## src/rtl/ctsf_defines.vh

```
// Constants for the clock trim calibrator status-flag block
`ifndef CTSF_DEFINES_VH
`define CTSF_DEFINES_VH
`define CTSF_CNT_W 16
`define CTSF_LIM_W 8
`define CTSF_TRIM_W 7
`define CTSF_OK_MULT 24'h000003
`define CTSF_WARN_MULT 24'h000080
`define CTSF_TRIM_STEP 7'h02
`define CTSF_TRIM_MAX 7'h7F
`define CTSF_TRIM_MIN 7'h00
`define CTSF_TRIM_RST 7'h40
`define CTSF_STAT_OK_BIT 0
`define CTSF_STAT_WARN_BIT 1
`endif

```

## src/rtl/ctsf_sync.v

```verilog
// Two-flop synchroniser for the reference pulse
`timescale 1ns/1ns
`default_nettype none
module ctsf_sync (
   // Clock and reset
   input wire clk_in,
   input wire srst_in,
   // Data
   input wire d_in,
   output wire q_out
);
   reg meta;
   reg stable;
   always @(posedge clk_in) begin
      if (srst_in) begin
         meta <= 1'b0;
         stable <= 1'b0;
      end else begin
         meta <= d_in;
         stable <= meta;
      end
   end
   assign q_out = stable;
endmodule
`default_nettype wire

```

## src/rtl/ctsf_top.v

```verilog
// Status flags and trim stepping of the clock trim calibrator
// Functional notes
// - Sync reference pulse with counter below 3x limit sets success flag.
// - Success interrupt raised only while success interrupt enable is one.
// - Writing one to success clear bit clears success flag.
// - Success flag is status bit 0, read-only, resets to zero.
// - Success flag reads 0 when unsuccessful, 1 when successful.
// - Warning flag reads 1 after a warning, 0 otherwise.
// - Success leaves trim code unchanged; frequency treated as normal.
// - Pulse with counter in [3x, 128x) limit sets warning flag.
// - On warning, trim code steps by two toward correct frequency.
`timescale 1ns/1ns
`default_nettype none
`include "ctsf_defines.vh"
module ctsf_top (
   // Clock and reset
   input wire REF_CLK_IN,
   input wire SRST_IN,
   // Reference pulse pin
   input wire REF_PULSE_IN,
   // Calibration counter state from the counter logic (same clock)
   input wire [`CTSF_CNT_W-1:0] CALIB_COUNT_IN,
   input wire [`CTSF_LIM_W-1:0] COUNT_LIMIT_IN,
   input wire COUNT_DOWN_IN,
   // Control bits
   input wire CALIB_OK_IRQ_ENABLE_IN,
   input wire CALIB_WARN_IRQ_ENABLE_IN,
   input wire CALIB_OK_CLEAR_IN,
   input wire CALIB_WARN_CLEAR_IN,
   // Status
   output wire [1:0] STATUS_OUT,
   output wire [`CTSF_TRIM_W-1:0] TRIM_CODE_OUT,
   output wire CALIB_OK_IRQ_OUT,
   output wire CALIB_WARN_IRQ_OUT,
   output wire REF_PULSE_SEEN_OUT
);
   wire ref_sync;
   reg ref_sync_d;
   reg calib_ok_flag;
   reg calib_warn_flag;
   reg [`CTSF_TRIM_W-1:0] trim_code;
   reg [`CTSF_TRIM_W-1:0] next_trim_code;
   reg pulse_seen;
   wire ref_edge;
   wire [`CTSF_CNT_W+7:0] count_ext;
   wire [`CTSF_CNT_W+7:0] ok_bound;
   wire [`CTSF_CNT_W+7:0] warn_bound;
   wire in_ok;
   wire in_warn;

   ctsf_sync u_sync (
      .clk_in(REF_CLK_IN),
      .srst_in(SRST_IN),
      .d_in(REF_PULSE_IN),
      .q_out(ref_sync)
   );

   assign ref_edge = ref_sync & ~ref_sync_d;
   assign count_ext = {8'h00, CALIB_COUNT_IN};
   assign ok_bound = {{(`CTSF_CNT_W){1'b0}}, COUNT_LIMIT_IN} * `CTSF_OK_MULT;
   assign warn_bound = {{(`CTSF_CNT_W){1'b0}}, COUNT_LIMIT_IN} * `CTSF_WARN_MULT;
   assign in_ok = count_ext < ok_bound;
   assign in_warn = (count_ext >= ok_bound) && (count_ext < warn_bound);

   // With COUNT_DOWN_IN high a warning steps the trim field up, else down; saturate
   always @* begin
      next_trim_code = trim_code;
      if (ref_edge && in_warn) begin
         if (COUNT_DOWN_IN) begin
            if (trim_code <= `CTSF_TRIM_MAX - `CTSF_TRIM_STEP)
               next_trim_code = trim_code + `CTSF_TRIM_STEP;
            else
               next_trim_code = `CTSF_TRIM_MAX;
         end else begin
            if (trim_code >= `CTSF_TRIM_MIN + `CTSF_TRIM_STEP)
               next_trim_code = trim_code - `CTSF_TRIM_STEP;
            else
               next_trim_code = `CTSF_TRIM_MIN;
         end
      end
   end

   always @(posedge REF_CLK_IN) begin
      if (SRST_IN) begin
         ref_sync_d <= 1'b0;
         calib_ok_flag <= 1'b0;
         calib_warn_flag <= 1'b0;
         trim_code <= `CTSF_TRIM_RST;
         pulse_seen <= 1'b0;
      end else begin
         ref_sync_d <= ref_sync;
         pulse_seen <= ref_edge;
         // Set wins over a clear in the same cycle; flag holds otherwise
         if (ref_edge && in_ok)
            calib_ok_flag <= 1'b1;
         else if (CALIB_OK_CLEAR_IN)
            calib_ok_flag <= 1'b0;
         if (ref_edge && in_warn)
            calib_warn_flag <= 1'b1;
         else if (CALIB_WARN_CLEAR_IN)
            calib_warn_flag <= 1'b0;
         trim_code <= next_trim_code;
      end
   end

   assign STATUS_OUT[`CTSF_STAT_OK_BIT] = calib_ok_flag;
   assign STATUS_OUT[`CTSF_STAT_WARN_BIT] = calib_warn_flag;
   assign TRIM_CODE_OUT = trim_code;
   assign CALIB_OK_IRQ_OUT = calib_ok_flag & CALIB_OK_IRQ_ENABLE_IN;
   assign CALIB_WARN_IRQ_OUT = calib_warn_flag & CALIB_WARN_IRQ_ENABLE_IN;
   assign REF_PULSE_SEEN_OUT = pulse_seen;
endmodule
`default_nettype wire

```

## config.mk

```make
export PLATFORM = sky130hd
export DESIGN_NAME = ctsf_top
export DESIGN_NICKNAME = d
export VERILOG_FILES = /design/src/rtl/ctsf_sync.v /design/src/rtl/ctsf_top.v
export VERILOG_INCLUDE_DIRS = /design/src /design/src/rtl
export SDC_FILE = /design/constraint.sdc
export NUM_CORES = 1
export LEC_CHECK = 0
export ABC_AREA = 0
export BUFFER_PORTS_ARGS = -buffer_cell sky130_fd_sc_hd__buf_2
export CORE_MARGIN = 2
export CORE_UTILIZATION = 47
export CTS_CLUSTER_SIZE = 8
export DETAILED_ROUTE_END_ITERATION = 16
export PLACE_DENSITY_LB_ADDON = 0.12
export SLEW_MARGIN = 10
export SYNTH_ARGS = -nofsm -noshare
export SYNTH_HDL_FRONTEND = slang
export SYNTH_SLANG_ARGS = --single-unit
export TNS_END_PERCENT = 10
```

## constraint.sdc

```tcl
create_clock -name REF_CLK_IN -period 7.1 [get_ports REF_CLK_IN]
set_input_delay 0.355 -clock REF_CLK_IN [delete_from_list [all_inputs] [get_ports REF_CLK_IN]]
set_output_delay 0.355 -clock REF_CLK_IN [all_outputs]
set_load 0.005 [all_outputs]
```

======== Yosys cells after proc, flatten, opt, wreduce, memory -nomap -nowiden ========
Cells that the tools add are included.
storage, ports and cells
  logic and storage cells ................. 31
  register bits after elaboration ......... 13
cells by class
  bitwise gates (word level) .............. 4
  reductions and logical operators ........ 5
  $mul .................................... 1
  mux-type cells .......................... 7
  $add $sub $neg .......................... 2
  $lt $le $gt $ge ......................... 5
operator list
  kind                    count
  $mux W7                 3
  $ge A16 B10 Y1          1
  $lt A16 B10 Y1          1
  $lt A16 B15 Y1          1
  $mul A8 B2 Y10 const B  1
  $add A7 B2 Y7 const B   1
  $ge A7 B2 Y1 const B    1
  $le A7 B7 Y1 const B    1
  $sub A7 B2 Y7 const B   1
  $mux W1                 4
  $reduce_bool A2 Y1      2
  $and A1 B1 Y1           3
  $logic_and A1 B1 Y1     3
  $not A1 Y1              1

======== Depth between registers and ports, before layout ========
Gate-level depths: netlist of run 1.
  depth after elaboration ................. 5
  mapped depth ............................ 15

======== Cells and area by module ========
From an unflattened synthesis of run 1, not the netlist that was laid out.
second synthesis, totals
  cells, all modules ...................... 189
  area total of the unflattened synthesis .. 1599.0 µm²
modules (own cells, without submodules)
  module     area each (µm²)  instances  cells each
  ctsf_top   1546.5           1          185
  ctsf_sync  52.6             1          4

======== Least setup slack after synthesis of run 1 ========
Ideal clock, no wire load.
  kind .................................... input-to-reg
  start point ............................. input COUNT_LIMIT_IN[0]
  end point ............................... register trim_code[0] (netlist: TRIM_CODE_OUT[0])
  data required time ...................... 6970 ps
  path buffers ............................ 0
  setup slack ............................. 3604 ps
  stages on the path ...................... 14
  library setup time ...................... 130 ps
  arrival time ............................ 3366 ps
  path through ............................ ha_1 -> fa_1 -> a21o_1 -> a21oi_1 -> nor2b_1 -> o21ai_0 -> nand2b_1 -> xor2_1 -> ha_1 -> nand4_1 -> or3_4 -> o41a_1 -> o311ai_1 -> o31ai_1
between the ends
  cells in the longest elaborated chain, start to end .. 4
  elaborated cells between the ends (all ways) .. 5
RTL lines
  element                          RTL line        RTL
  from (decl)                      ctsf_top.v:23   input wire [`CTSF_LIM_W-1:0] COUNT_LIMIT_IN,
  $mul A8 B2 Y10 (no source line)  --
  $ge A16 B10 Y1                   ctsf_top.v:63   assign in_warn = (count_ext >= ok_bound) && (count_ext < warn_bound);
  $logic_and A1 B1 Y1 *            ctsf_top.v:63
  $logic_and A1 B1 Y1 *            ctsf_top.v:68   if (ref_edge && in_warn) begin
  to (signal assigned)             ctsf_top.v:88   trim_code <= `CTSF_TRIM_RST;
  to (signal assigned)             ctsf_top.v:102  trim_code <= next_trim_code;
  to (decl)                        ctsf_top.v:41   reg [`CTSF_TRIM_W-1:0] trim_code;
Every way passes the cells marked *; elsewhere a longest branch is shown, timed or not.
A chain may end at the register's enable or synchronous reset.

======== Final worst setup path of run 1 ========
  start point ............................. input COUNT_LIMIT_IN[0]
  end point ............................... register trim_code[1] (netlist: TRIM_CODE_OUT[1])
The elaborated chain is that of the path after synthesis.

==> results of run 1 <==
## flip-flops by register name, indices dropped and copies added, names as in the netlist
signal / count
calib_ok_flag: 1
REF_PULSE_SEEN_OUT: 1
TRIM_CODE_OUT: 7
calib_warn_flag: 1
u_sync.q_out: 1
u_sync.meta: 1
ref_sync_d: 1
## cells in the mapped netlist, drive strengths merged (3+ instances only)
cell type	count
clkbuf	7
o211ai	4
a211oi	3
nor2	10
inv	14
dfxtp	13
and2	3
nor2b	5
xor2	4
ha	28
a31oi	5
nor3	8
nand2	12
a311oi	3
a21oi	15
o21ai	9
nand3	3
nand2b	4
nor4	4
a21o	7
## where the power goes
part / switching, mW / total (mW) / internal, mW
sequential: 0.00306 / 0.0778 / 0.0748
clock: 0.0233 / 0.0450 / 0.0217
combinational: 0.0469 / 0.0865 / 0.0396
## worst max path at each step
stage                      startpoint                            end  slack (ns)
floorplan           COUNT_LIMIT_IN[0]  TRIM_CODE_OUT[0]$_SDFFE_PP0P_        3.60
global placement    COUNT_LIMIT_IN[1]  TRIM_CODE_OUT[0]$_SDFFE_PP0P_        3.35
detailed placement  COUNT_LIMIT_IN[0]  TRIM_CODE_OUT[1]$_SDFFE_PP0P_        3.22
CTS                 COUNT_LIMIT_IN[0]  TRIM_CODE_OUT[1]$_SDFFE_PP0P_        3.49
global route        COUNT_LIMIT_IN[0]  TRIM_CODE_OUT[1]$_SDFFE_PP0P_        3.20
finish              COUNT_LIMIT_IN[0]  TRIM_CODE_OUT[1]$_SDFFE_PP0P_        3.47
## per-stage QoR
stage | power (mW) | instance area (sq um) | hold slack (ns) | util
after floorplan | 0.1379 | 1530 | 0.3983 | -
after global placement | 0.1616 | 1759 | 0.4200 | 0.5715
after detailed placement | 0.1664 | 1759 | 0.4282 | 0.5715
after CTS | 0.2113 | 1785 | 0.2891 | 0.5801
after global routing | 0.2264 | 1785 | 0.2922 | 0.5801
final | 0.2093 | 1785 | 0.2940 | 0.5801
## layout make-up
class / instances / area, sq um
fill: 314 / 1292
multi-input combinational: 156 / 1176
sequential: 13 / 260.3
timing repair buffer: 43 / 215.2
tap: 44 / 55.05
inverter: 14 / 52.55
clock buffer: 4 / 26.28
## metal layers
metal | share of wire | GRT usage | vias up | wire [um]
li1 | - | - | 790 | -
met1 | 0.45 | 0.2558 | 710 | 1696
met2 | 0.50 | 0.4103 | 34 | 1854
met3 | 0.029 | 0.03361 | 10 | 109
met4 | 0.020 | 0.07764 | 0 | 76
met5 | 0 | 0 | - | 0
## cell families after synthesis
family | synth area share
and+or+nand+nor | 0.2159
DFF | 0.1701
buffers and inverters | 0.06132
adders and majority gates | 0.2420
xor gates and xnor gates | 0.03434
AOI/OAI and AO/OA | 0.2764
==> impl_metrics.csv, run 1 <==
group,metric,value,unit
critical_path,cp_cell_sequence,"buf_2, ha_1, fa_1, a21o_1, a21oi_1, nor2b_1, o21ai_0, nand2b_1, a21oi_1, ha_1, a21oi_1, o21ai_0, a311oi_1, o41a_1, nor2_1, a311oi_1",
timing,tns,0,ns
detailed_routing,ant_nets,0,
critical_path,path_max_fanout,6,
clock_network,cts_hold_buf,0,
clock_network,cts_resized,0,
logic_synthesis,ys_async_sr_fraction,0,
worst_hold_path,holdPathStages,2,
grt,grt_usage,0.2214,
critical_path,cp_top_family,"compound AO/OA/AOI/OAI gates",
critical_path,critPathSlowestCell,"a311oi_1",
critical_path,cp_common_cell,"a21oi_1",
detailed_routing,drtIter0Drc,57,
detailed_routing,avgRoutedWirePerCell,13.64,um
logic_synthesis,synthTopCellsByArea,"ha_1 23%, dfxtp_1 17%, a21oi_1 4.9%",
placement,gp_congestion,0.8269,
clock_network,cts_tree,"yes",
final_layout,final_cell_mix,"43 x buf_2, 28 x ha_1, 15 x a21oi_1",
clock_network,cts.htree.levels,1,
clock_network,numCtsBuffers,3,
timing,period_minus_slack,3.627,ns
timing,fin_skew,0.006260,ns
timing,tightestPinTransition,0.7884,ns
final_layout,area_delta_synth_final,16.68,%
critical_path,cp.required,7.29,ns
floorplan,ios,44,
final_layout,antennaDiodeCount,0,
logic_synthesis,ys_seq_elements,13,
placement,post-place-ws,3.220,ns
critical_path,cp.depth,16,
clock_network,root_buffer,"clkbuf_4",
critical_path,crit_path_start_kind,"input port",
logic_synthesis,synth_flop_cell,"dfxtp_1",
logic_synthesis,syn_area,1530,sq um
placement,dp_cells,270,
logic_synthesis,netlist_instances,192,
clock_network,clkSlewWorstSetupHoldPaths,0.08,ns
placement,dp.final_hpwl,3206,um
grt,antenna_found_initial,0,
worst_hold_path,whs_endpoint,"u_sync.meta$_SDFF_PP0_",
clock_network,cts.sink_count,13,
grt,first_global_vias,1491,
floorplan,die_w,61.06,um
floorplan,dieArea,3728,sq um
clock_network,post_cts_buffers,0,
final_layout,finalNonFillerCells,274,
timing,fin_crit_sh,0.5109,
timing,rsz0062_at_grt,"no",
flow_run,max_cap_violations,0,
logic_synthesis,synth_top_area_share,0.2289,
power_and_ir_drop,power_density,117.3,nW/um^2
grt,grt_overflow_total,0,
logic_synthesis,ys_warn_count,0,
critical_path,crit_path_end_kind,"flop",
critical_path,r2r_end,"TRIM_CODE_OUT[6]$_SDFFE_PP1P_",
critical_path,ff2ff_path_depth,6,
final_layout,layout.nets,292,
power_and_ir_drop,p_leak,0.8417,nW
timing,slew_violations,0,
final_layout,layout-drive-gt1-share,0.2130,
run_status,status,"finished clean",
power_and_ir_drop,ir_drop,0.08199,mV
floorplan,die_y,61.06,um
logic_synthesis,syn_avg_cell_area,7.970,sq um
floorplan,core_area,3078,sq um
grt,grt_max_degree,15,
detailed_routing,drc,0,
clock_network,clkLatencyLatePin,0.27,ns
critical_path,r2r_slack,5.11,ns
critical_path,path_class,"input port to flop",
logic_synthesis,synth.largest_area_cell,"ha_1",
timing,hold_violations,0,
timing,fin_ws,3.473,ns
final_layout,layout_commonest_cell,"buf_2",
floorplan,initial_utilization,0.4972,
timing,final-setup-viol-count,0,
critical_path,r2r-start,"TRIM_CODE_OUT[4]$_SDFFE_PP0P_",
logic_synthesis,synth_nets,253,
grt,grt_pass1_wl,6216,um
detailed_routing,via_per_inst,5.635,
logic_synthesis,synth_enable_flop_cells,0,
timing,clock.fmax,275.7,MHz
placement,port_buffers,43,
critical_path,crit_arrival,3.82,ns
logic_synthesis,synth-seq-area-share,0.1701,
clock_network,cts_buffer_depth,2,
logic_synthesis,synth_cell_types,41,
detailed_routing,vias,1544,
floorplan,std_cell_rows,20,
worst_hold_path,worstHoldStart,"REF_PULSE_IN",
detailed_routing,dr.pass1.iters,4,
critical_path,critPathBufInv,1,
critical_path,crit_path_max_incr_delay,0.53,ns
timing,slew_headroom,0.4731,
worst_hold_path,hold_class,"input port to flop",
detailed_routing,wl,3736,um
No activity file was read; power rests on OpenSTA's default activity.
==> run 2, diff against run 1 <==
clock period = 3.4 ns   (was 7.1 ns; I/O delays follow)
==> impl_metrics.csv, run 2 (synthesis gave the netlist of run 1 again) <==
group,metric,value,unit
run_status,status,"finished clean",
critical_path,critPathBufInv,1,
floorplan,die_y,61.06,um
grt,first_global_vias,1507,
placement,dp.final_hpwl,3086,um
worst_hold_path,hold_class,"input port to flop",
grt,grt_max_degree,15,
timing,hold_violations,0,
timing,whs,0.1149,ns
critical_path,cp_cell_sequence,"buf_2, ha_1, fa_1, a21o_1, a21oi_2, nor2b_1, o21ai_0, nand2b_1, xor2_1, ha_1, nand4_1, or3_4, o41a_1, o311ai_2, o31ai_1",
critical_path,critPathSlowestCell,"o41a_1",
timing,clock.fmax,314.1,MHz
power_and_ir_drop,ir_drop,0.1922,mV
final_layout,area_delta_synth_final,21.34,%
grt,grt_pass1_wl,6196,um
detailed_routing,ant_nets,0,
floorplan,ios,44,
final_layout,nFillCells,316,
detailed_routing,drc,0,
clock_network,root_buffer,"clkbuf_4",
floorplan,initial_utilization,0.4972,
floorplan,dieArea,3728,sq um
final_layout,largest_reg_flops,7,
clock_network,cts_buffer_depth,2,
critical_path,cp_common_cell,"ha_1",
detailed_routing,routed.top_layer,"met4",
final_layout,finalInstanceArea,1857,sq um
flow_run,max_cap_violations,0,
grt,antenna_found_initial,0,
clock_network,numCtsBuffers,3,
timing,final-setup-viol-count,0,
grt,grt_overflow_total,0,
floorplan,die_w,61.06,um
floorplan,core_area,3078,sq um
critical_path,crit_arrival,3.33,ns
timing,period_minus_slack,3.183,ns
power_and_ir_drop,power_density,239.6,nW/um^2
final_layout,antennaDiodeCount,0,
final_layout,layout_commonest_cell,"buf_2",
critical_path,crit_path_max_incr_delay,0.51,ns
clock_network,cts_hold_buf,0,
floorplan,std_cell_rows,20,
timing,tightestPinTransition,0.6950,ns
detailed_routing,avgRoutedWirePerCell,13.30,um
final_layout,layout.nets,300,
detailed_routing,wl_met1,1734,um
critical_path,path_class,"input port to flop",
clock_network,cts_tree,"yes",
final_layout,layout-drive-gt1-share,0.2479,
critical_path,cp.required,3.55,ns
power_and_ir_drop,p_leak,0.8810,nW
timing,fin_skew,0.003056,ns
clock_network,clkSlewWorstSetupHoldPaths,0.08,ns
critical_path,crit_path_start_kind,"input port",
clock_network,clkLatencyLatePin,0.27,ns
detailed_routing,via_per_inst,5.691,
critical_path,crit_path_end_kind,"flop",
final_layout,finish.utilization,0.6033,
detailed_routing,wl_met2,1819,um
timing,slew_headroom,0.5324,
detailed_routing,drtIter0Drc,71,
final_layout,multi_input_area,1187,sq um
final_layout,final_cell_mix,"43 x buf_2, 28 x ha_1, 14 x inv_1, 14 x a21oi_1, 13 x dfxtp_1",
placement,port_buffers,43,
timing,slew_violations,0,
timing,fin_crit_sh,0.9363,
detailed_routing,vias,1605,
grt,grt_usage,0.2155,
clock_network,cts.htree.levels,1,
final_layout,final-seq-area,260.3,sq um
detailed_routing,wl,3751,um
timing,rsz0062_at_grt,"no",
clock_network,cts.sink_count,13,
detailed_routing,dr.pass1.iters,4,
critical_path,path_max_fanout,6,
critical_path,cp_top_family,"compound AO/OA/AOI/OAI gates",
placement,gp_congestion,0.8211,
placement,dpl_cell_area,1812,sq um
detailed_routing,dr_wl_met3,158,um
[run 2: cell type report]
| type | count | area share |
|---|---|---|
| clock buffers | 4 | 0.01415 |
| inverters | 14 | 0.02830 |
| multi-input cells | 156 | 0.6395 |
| flip-flops and latches | 13 | 0.1402 |
| well taps | 44 | 0.02965 |
| repair buffers | 51 | 0.1482 |
[run 2: layer usage]
metal	global-route usage	vias up
met5	0	-
met4	0.05590	0
met3	0.03782	6
met2	0.3906	40
met1	0.2616	749
li1	-	810
[run 2: path summary, 6_finish.rpt]
path         slack [ns]  depth (start not counted)                             to                     startpoint
max                0.22                         15  TRIM_CODE_OUT[0]$_SDFFE_PP0P_              COUNT_LIMIT_IN[0]
max reg2reg        1.34                          5  TRIM_CODE_OUT[0]$_SDFFE_PP0P_  TRIM_CODE_OUT[2]$_SDFFE_PP0P_
min reg2reg        0.45                          1        u_sync.q_out$_SDFF_PP0_         u_sync.meta$_SDFF_PP0_
min                0.11                          2         u_sync.meta$_SDFF_PP0_                   REF_PULSE_IN
[run 2: timing repair]
action                     in CTS  in global routing
buffers inserted                0                  1
setup endpoints to repair       0                  6
gates resized for setup         0                  2
[run 2: through the flow]
step           total power [mW]  setup TNS, ns  setup slack, ns  cells
6_report                 0.4448              0           0.2167    282
5_1_grt                  0.4847              0       0.00006462    282
4_1_cts                  0.4493              0          0.06869    281
3_5_place_dp             0.3540        -0.7225          -0.2192    277
3_3_place_gp             0.3465        -0.1247         -0.09170    277
2_1_floorplan            0.2879              0          0.08874    192
[run 2: power by group]
| group | switching (mW) | leakage, nW | total (mW) | internal (mW) |
|---|---|---|---|---|
| combinational | 0.100 | 0.760 | 0.191 | 0.0902 |
| clock | 0.0462 | 0.0150 | 0.0916 | 0.0454 |
| sequential | 0.00660 | 0.106 | 0.163 | 0.156 |
==> run 3, diff against run 2 <==
CORE_MARGIN = default   (was 2)
TNS_END_PERCENT = default   (was 10)
==> impl_metrics.csv, run 3 (synthesis gave the netlist of run 1 again) <==
group,metric,value,unit
power_and_ir_drop,ir_drop,0.1618,mV
critical_path,ff2ff_path_depth,7,
critical_path,r2r_slack,1.43,ns
placement,dp.final_hpwl,3107,um
critical_path,r2r_end,"TRIM_CODE_OUT[4]$_SDFFE_PP0P_",
timing,fin_ws,0.1779,ns
grt,antenna_found_initial,0,
critical_path,cp_cell_sequence,"buf_2, ha_1, fa_2, a21o_1, a21oi_2, nor2b_1, o21ai_1, nand2b_1, xor2_1, ha_1, nand4_1, or3_4, o41a_1, o311ai_1, o31ai_1",
critical_path,crit_end,"TRIM_CODE_OUT[0]$_SDFFE_PP0P_",
clock_network,cts_hold_buf,0,
critical_path,crit_arrival,3.38,ns
timing,slew_headroom,0.5968,
power_and_ir_drop,power_density,244.5,nW/um^2
critical_path,cp_common_cell,"ha_1",
final_layout,area_delta_synth_final,20.61,%
clock_network,cts.htree.levels,1,
timing,tightestPinTransition,0.5993,ns
power_and_ir_drop,p_leak,0.8710,nW
floorplan,std_cell_rows,20,
clock_network,cts.sink_count,13,
timing,slew_violations,0,
floorplan,dieArea,3488,sq um
timing,tns,0,ns
clock_network,cts_tree,"yes",
final_layout,nFillCells,287,
final_layout,antennaDiodeCount,0,
detailed_routing,vias,1570,
clock_network,cts_buffer_depth,2,
placement,dp_cells,276,
detailed_routing,ant_nets,0,
worst_hold_path,hold_class,"input port to flop",
placement,gp_congestion,0.8315,
final_layout,largest_reg_flops,7,
placement,post-place-ws,-0.2341,ns
clock_network,numCtsBuffers,3,
floorplan,core_area,3078,sq um
final_layout,layout_commonest_cell,"buf_2",
timing,hold_violations,0,
grt,grt_max_degree,15,
timing,clock.fmax,310.4,MHz
clock_network,clkLatencyLatePin,0.27,ns
grt,grt_pass1_wl,6168,um
clock_network,clkSlewWorstSetupHoldPaths,0.07,ns
power_and_ir_drop,power,0.4512,mW
flow_run,max_cap_violations,0,
critical_path,crit_path_max_incr_delay,0.51,ns
floorplan,ios,44,
timing,fin_crit_sh,0.9477,
timing,period_minus_slack,3.222,ns
timing,whs,0.09912,ns
detailed_routing,drc,0,
critical_path,crit_path_start_kind,"input port",
detailed_routing,dr.pass1.iters,4,
detailed_routing,wl,3783,um
floorplan,initial_utilization,0.4972,
critical_path,cp.required,3.56,ns
detailed_routing,drtIter0Drc,55,
timing,final-setup-viol-count,0,
floorplan,die_w,59.06,um
grt,grt_usage,0.2289,
critical_path,path_max_fanout,6,
critical_path,crit_path_end_kind,"flop",
timing,rsz0062_at_grt,"no",
final_layout,finish.utilization,0.5996,
detailed_routing,via_per_inst,5.607,
grt,grt_overflow_total,0,
final_layout,layout.nets,298,
critical_path,path_class,"input port to flop",
clock_network,root_buffer,"clkbuf_4",
placement,port_buffers,43,
final_layout,multi_input_area,1191,sq um
critical_path,r2r-start,"TRIM_CODE_OUT[2]$_SDFFE_PP0P_",
critical_path,critPathSlowestCell,"o41a_1",
critical_path,critPathLaunch,"COUNT_LIMIT_IN[1]",
final_layout,finalNonFillerCells,280,
placement,dpl_cell_area,1804,sq um
final_layout,final_cell_mix,"43 x buf_2, 28 x ha_1, 14 x inv_1, 14 x a21oi_1, 13 x dfxtp_1",
final_layout,final-seq-area,260.3,sq um
floorplan,die_y,59.06,um
final_layout,layout-drive-gt1-share,0.2500,
detailed_routing,avgRoutedWirePerCell,13.51,um
grt,first_global_vias,1453,
timing,fin_skew,0.002521,ns
final_layout,finalInstanceArea,1846,sq um
run_status,status,"finished clean",
[run 3: repair_timing]
action                                  4_1_cts  5_1_grt
resized for setup                             0        5
endpoints found under the setup margin        0        7
setup buffers                                 0        0
[run 3: routing by layer]
metal / GRT usage / vias up / wire, um
met5: 0 / - / 0
met2: 0.4010 / 46 / 1826
met3: 0.02838 / 10 / 128
li1: - / 801 / -
met1: 0.2870 / 713 / 1749
met4: 0.08163 / 0 / 78
[run 3: worst max-delay path, delay by kind of cell]
family / cells / cell delay (ns)
adder cells (fa/ha/maj): 3 / 0.87
AO/OA/AOI/OAI: 6 / 1.36
AND/OR/NAND/NOR: 4 / 0.69
XOR/XNOR: 1 / 0.15
buffers and inverters: 1 / 0.14
[run 3: worst min-delay path by stage]
stage / startpoint / to / slack [ns] / cells after the start
global route: REF_PULSE_IN / u_sync.meta$_SDFF_PP0_ / 0.10 / 2
CTS: REF_PULSE_IN / u_sync.meta$_SDFF_PP0_ / 0.09 / 2
floorplan: SRST_IN / ref_sync_d$_SDFF_PP0_ / 0.24 / 1
detailed placement: REF_PULSE_IN / u_sync.meta$_SDFF_PP0_ / 0.39 / 2
finish: REF_PULSE_IN / u_sync.meta$_SDFF_PP0_ / 0.1 / 2
global placement: REF_PULSE_IN / u_sync.meta$_SDFF_PP0_ / 0.39 / 2
[run 3: cell type report]
class                   count  share of cell area
multi-input cells         156              0.6454
flip-flops and latches     13              0.1410
repair buffers             49              0.1410
well taps                  44             0.02983
inverters                  14             0.02847
clock buffers               4             0.01424
[run 3: power breakdown]
part	leakage (nW)	total (mW)	internal [mW]	switching (mW)
Combinational	0.750	0.194	0.0907	0.103
Sequential	0.106	0.163	0.156	0.00662
Clock	0.0150	0.0943	0.0455	0.0488
Total	0.871	0.451	0.292	0.159
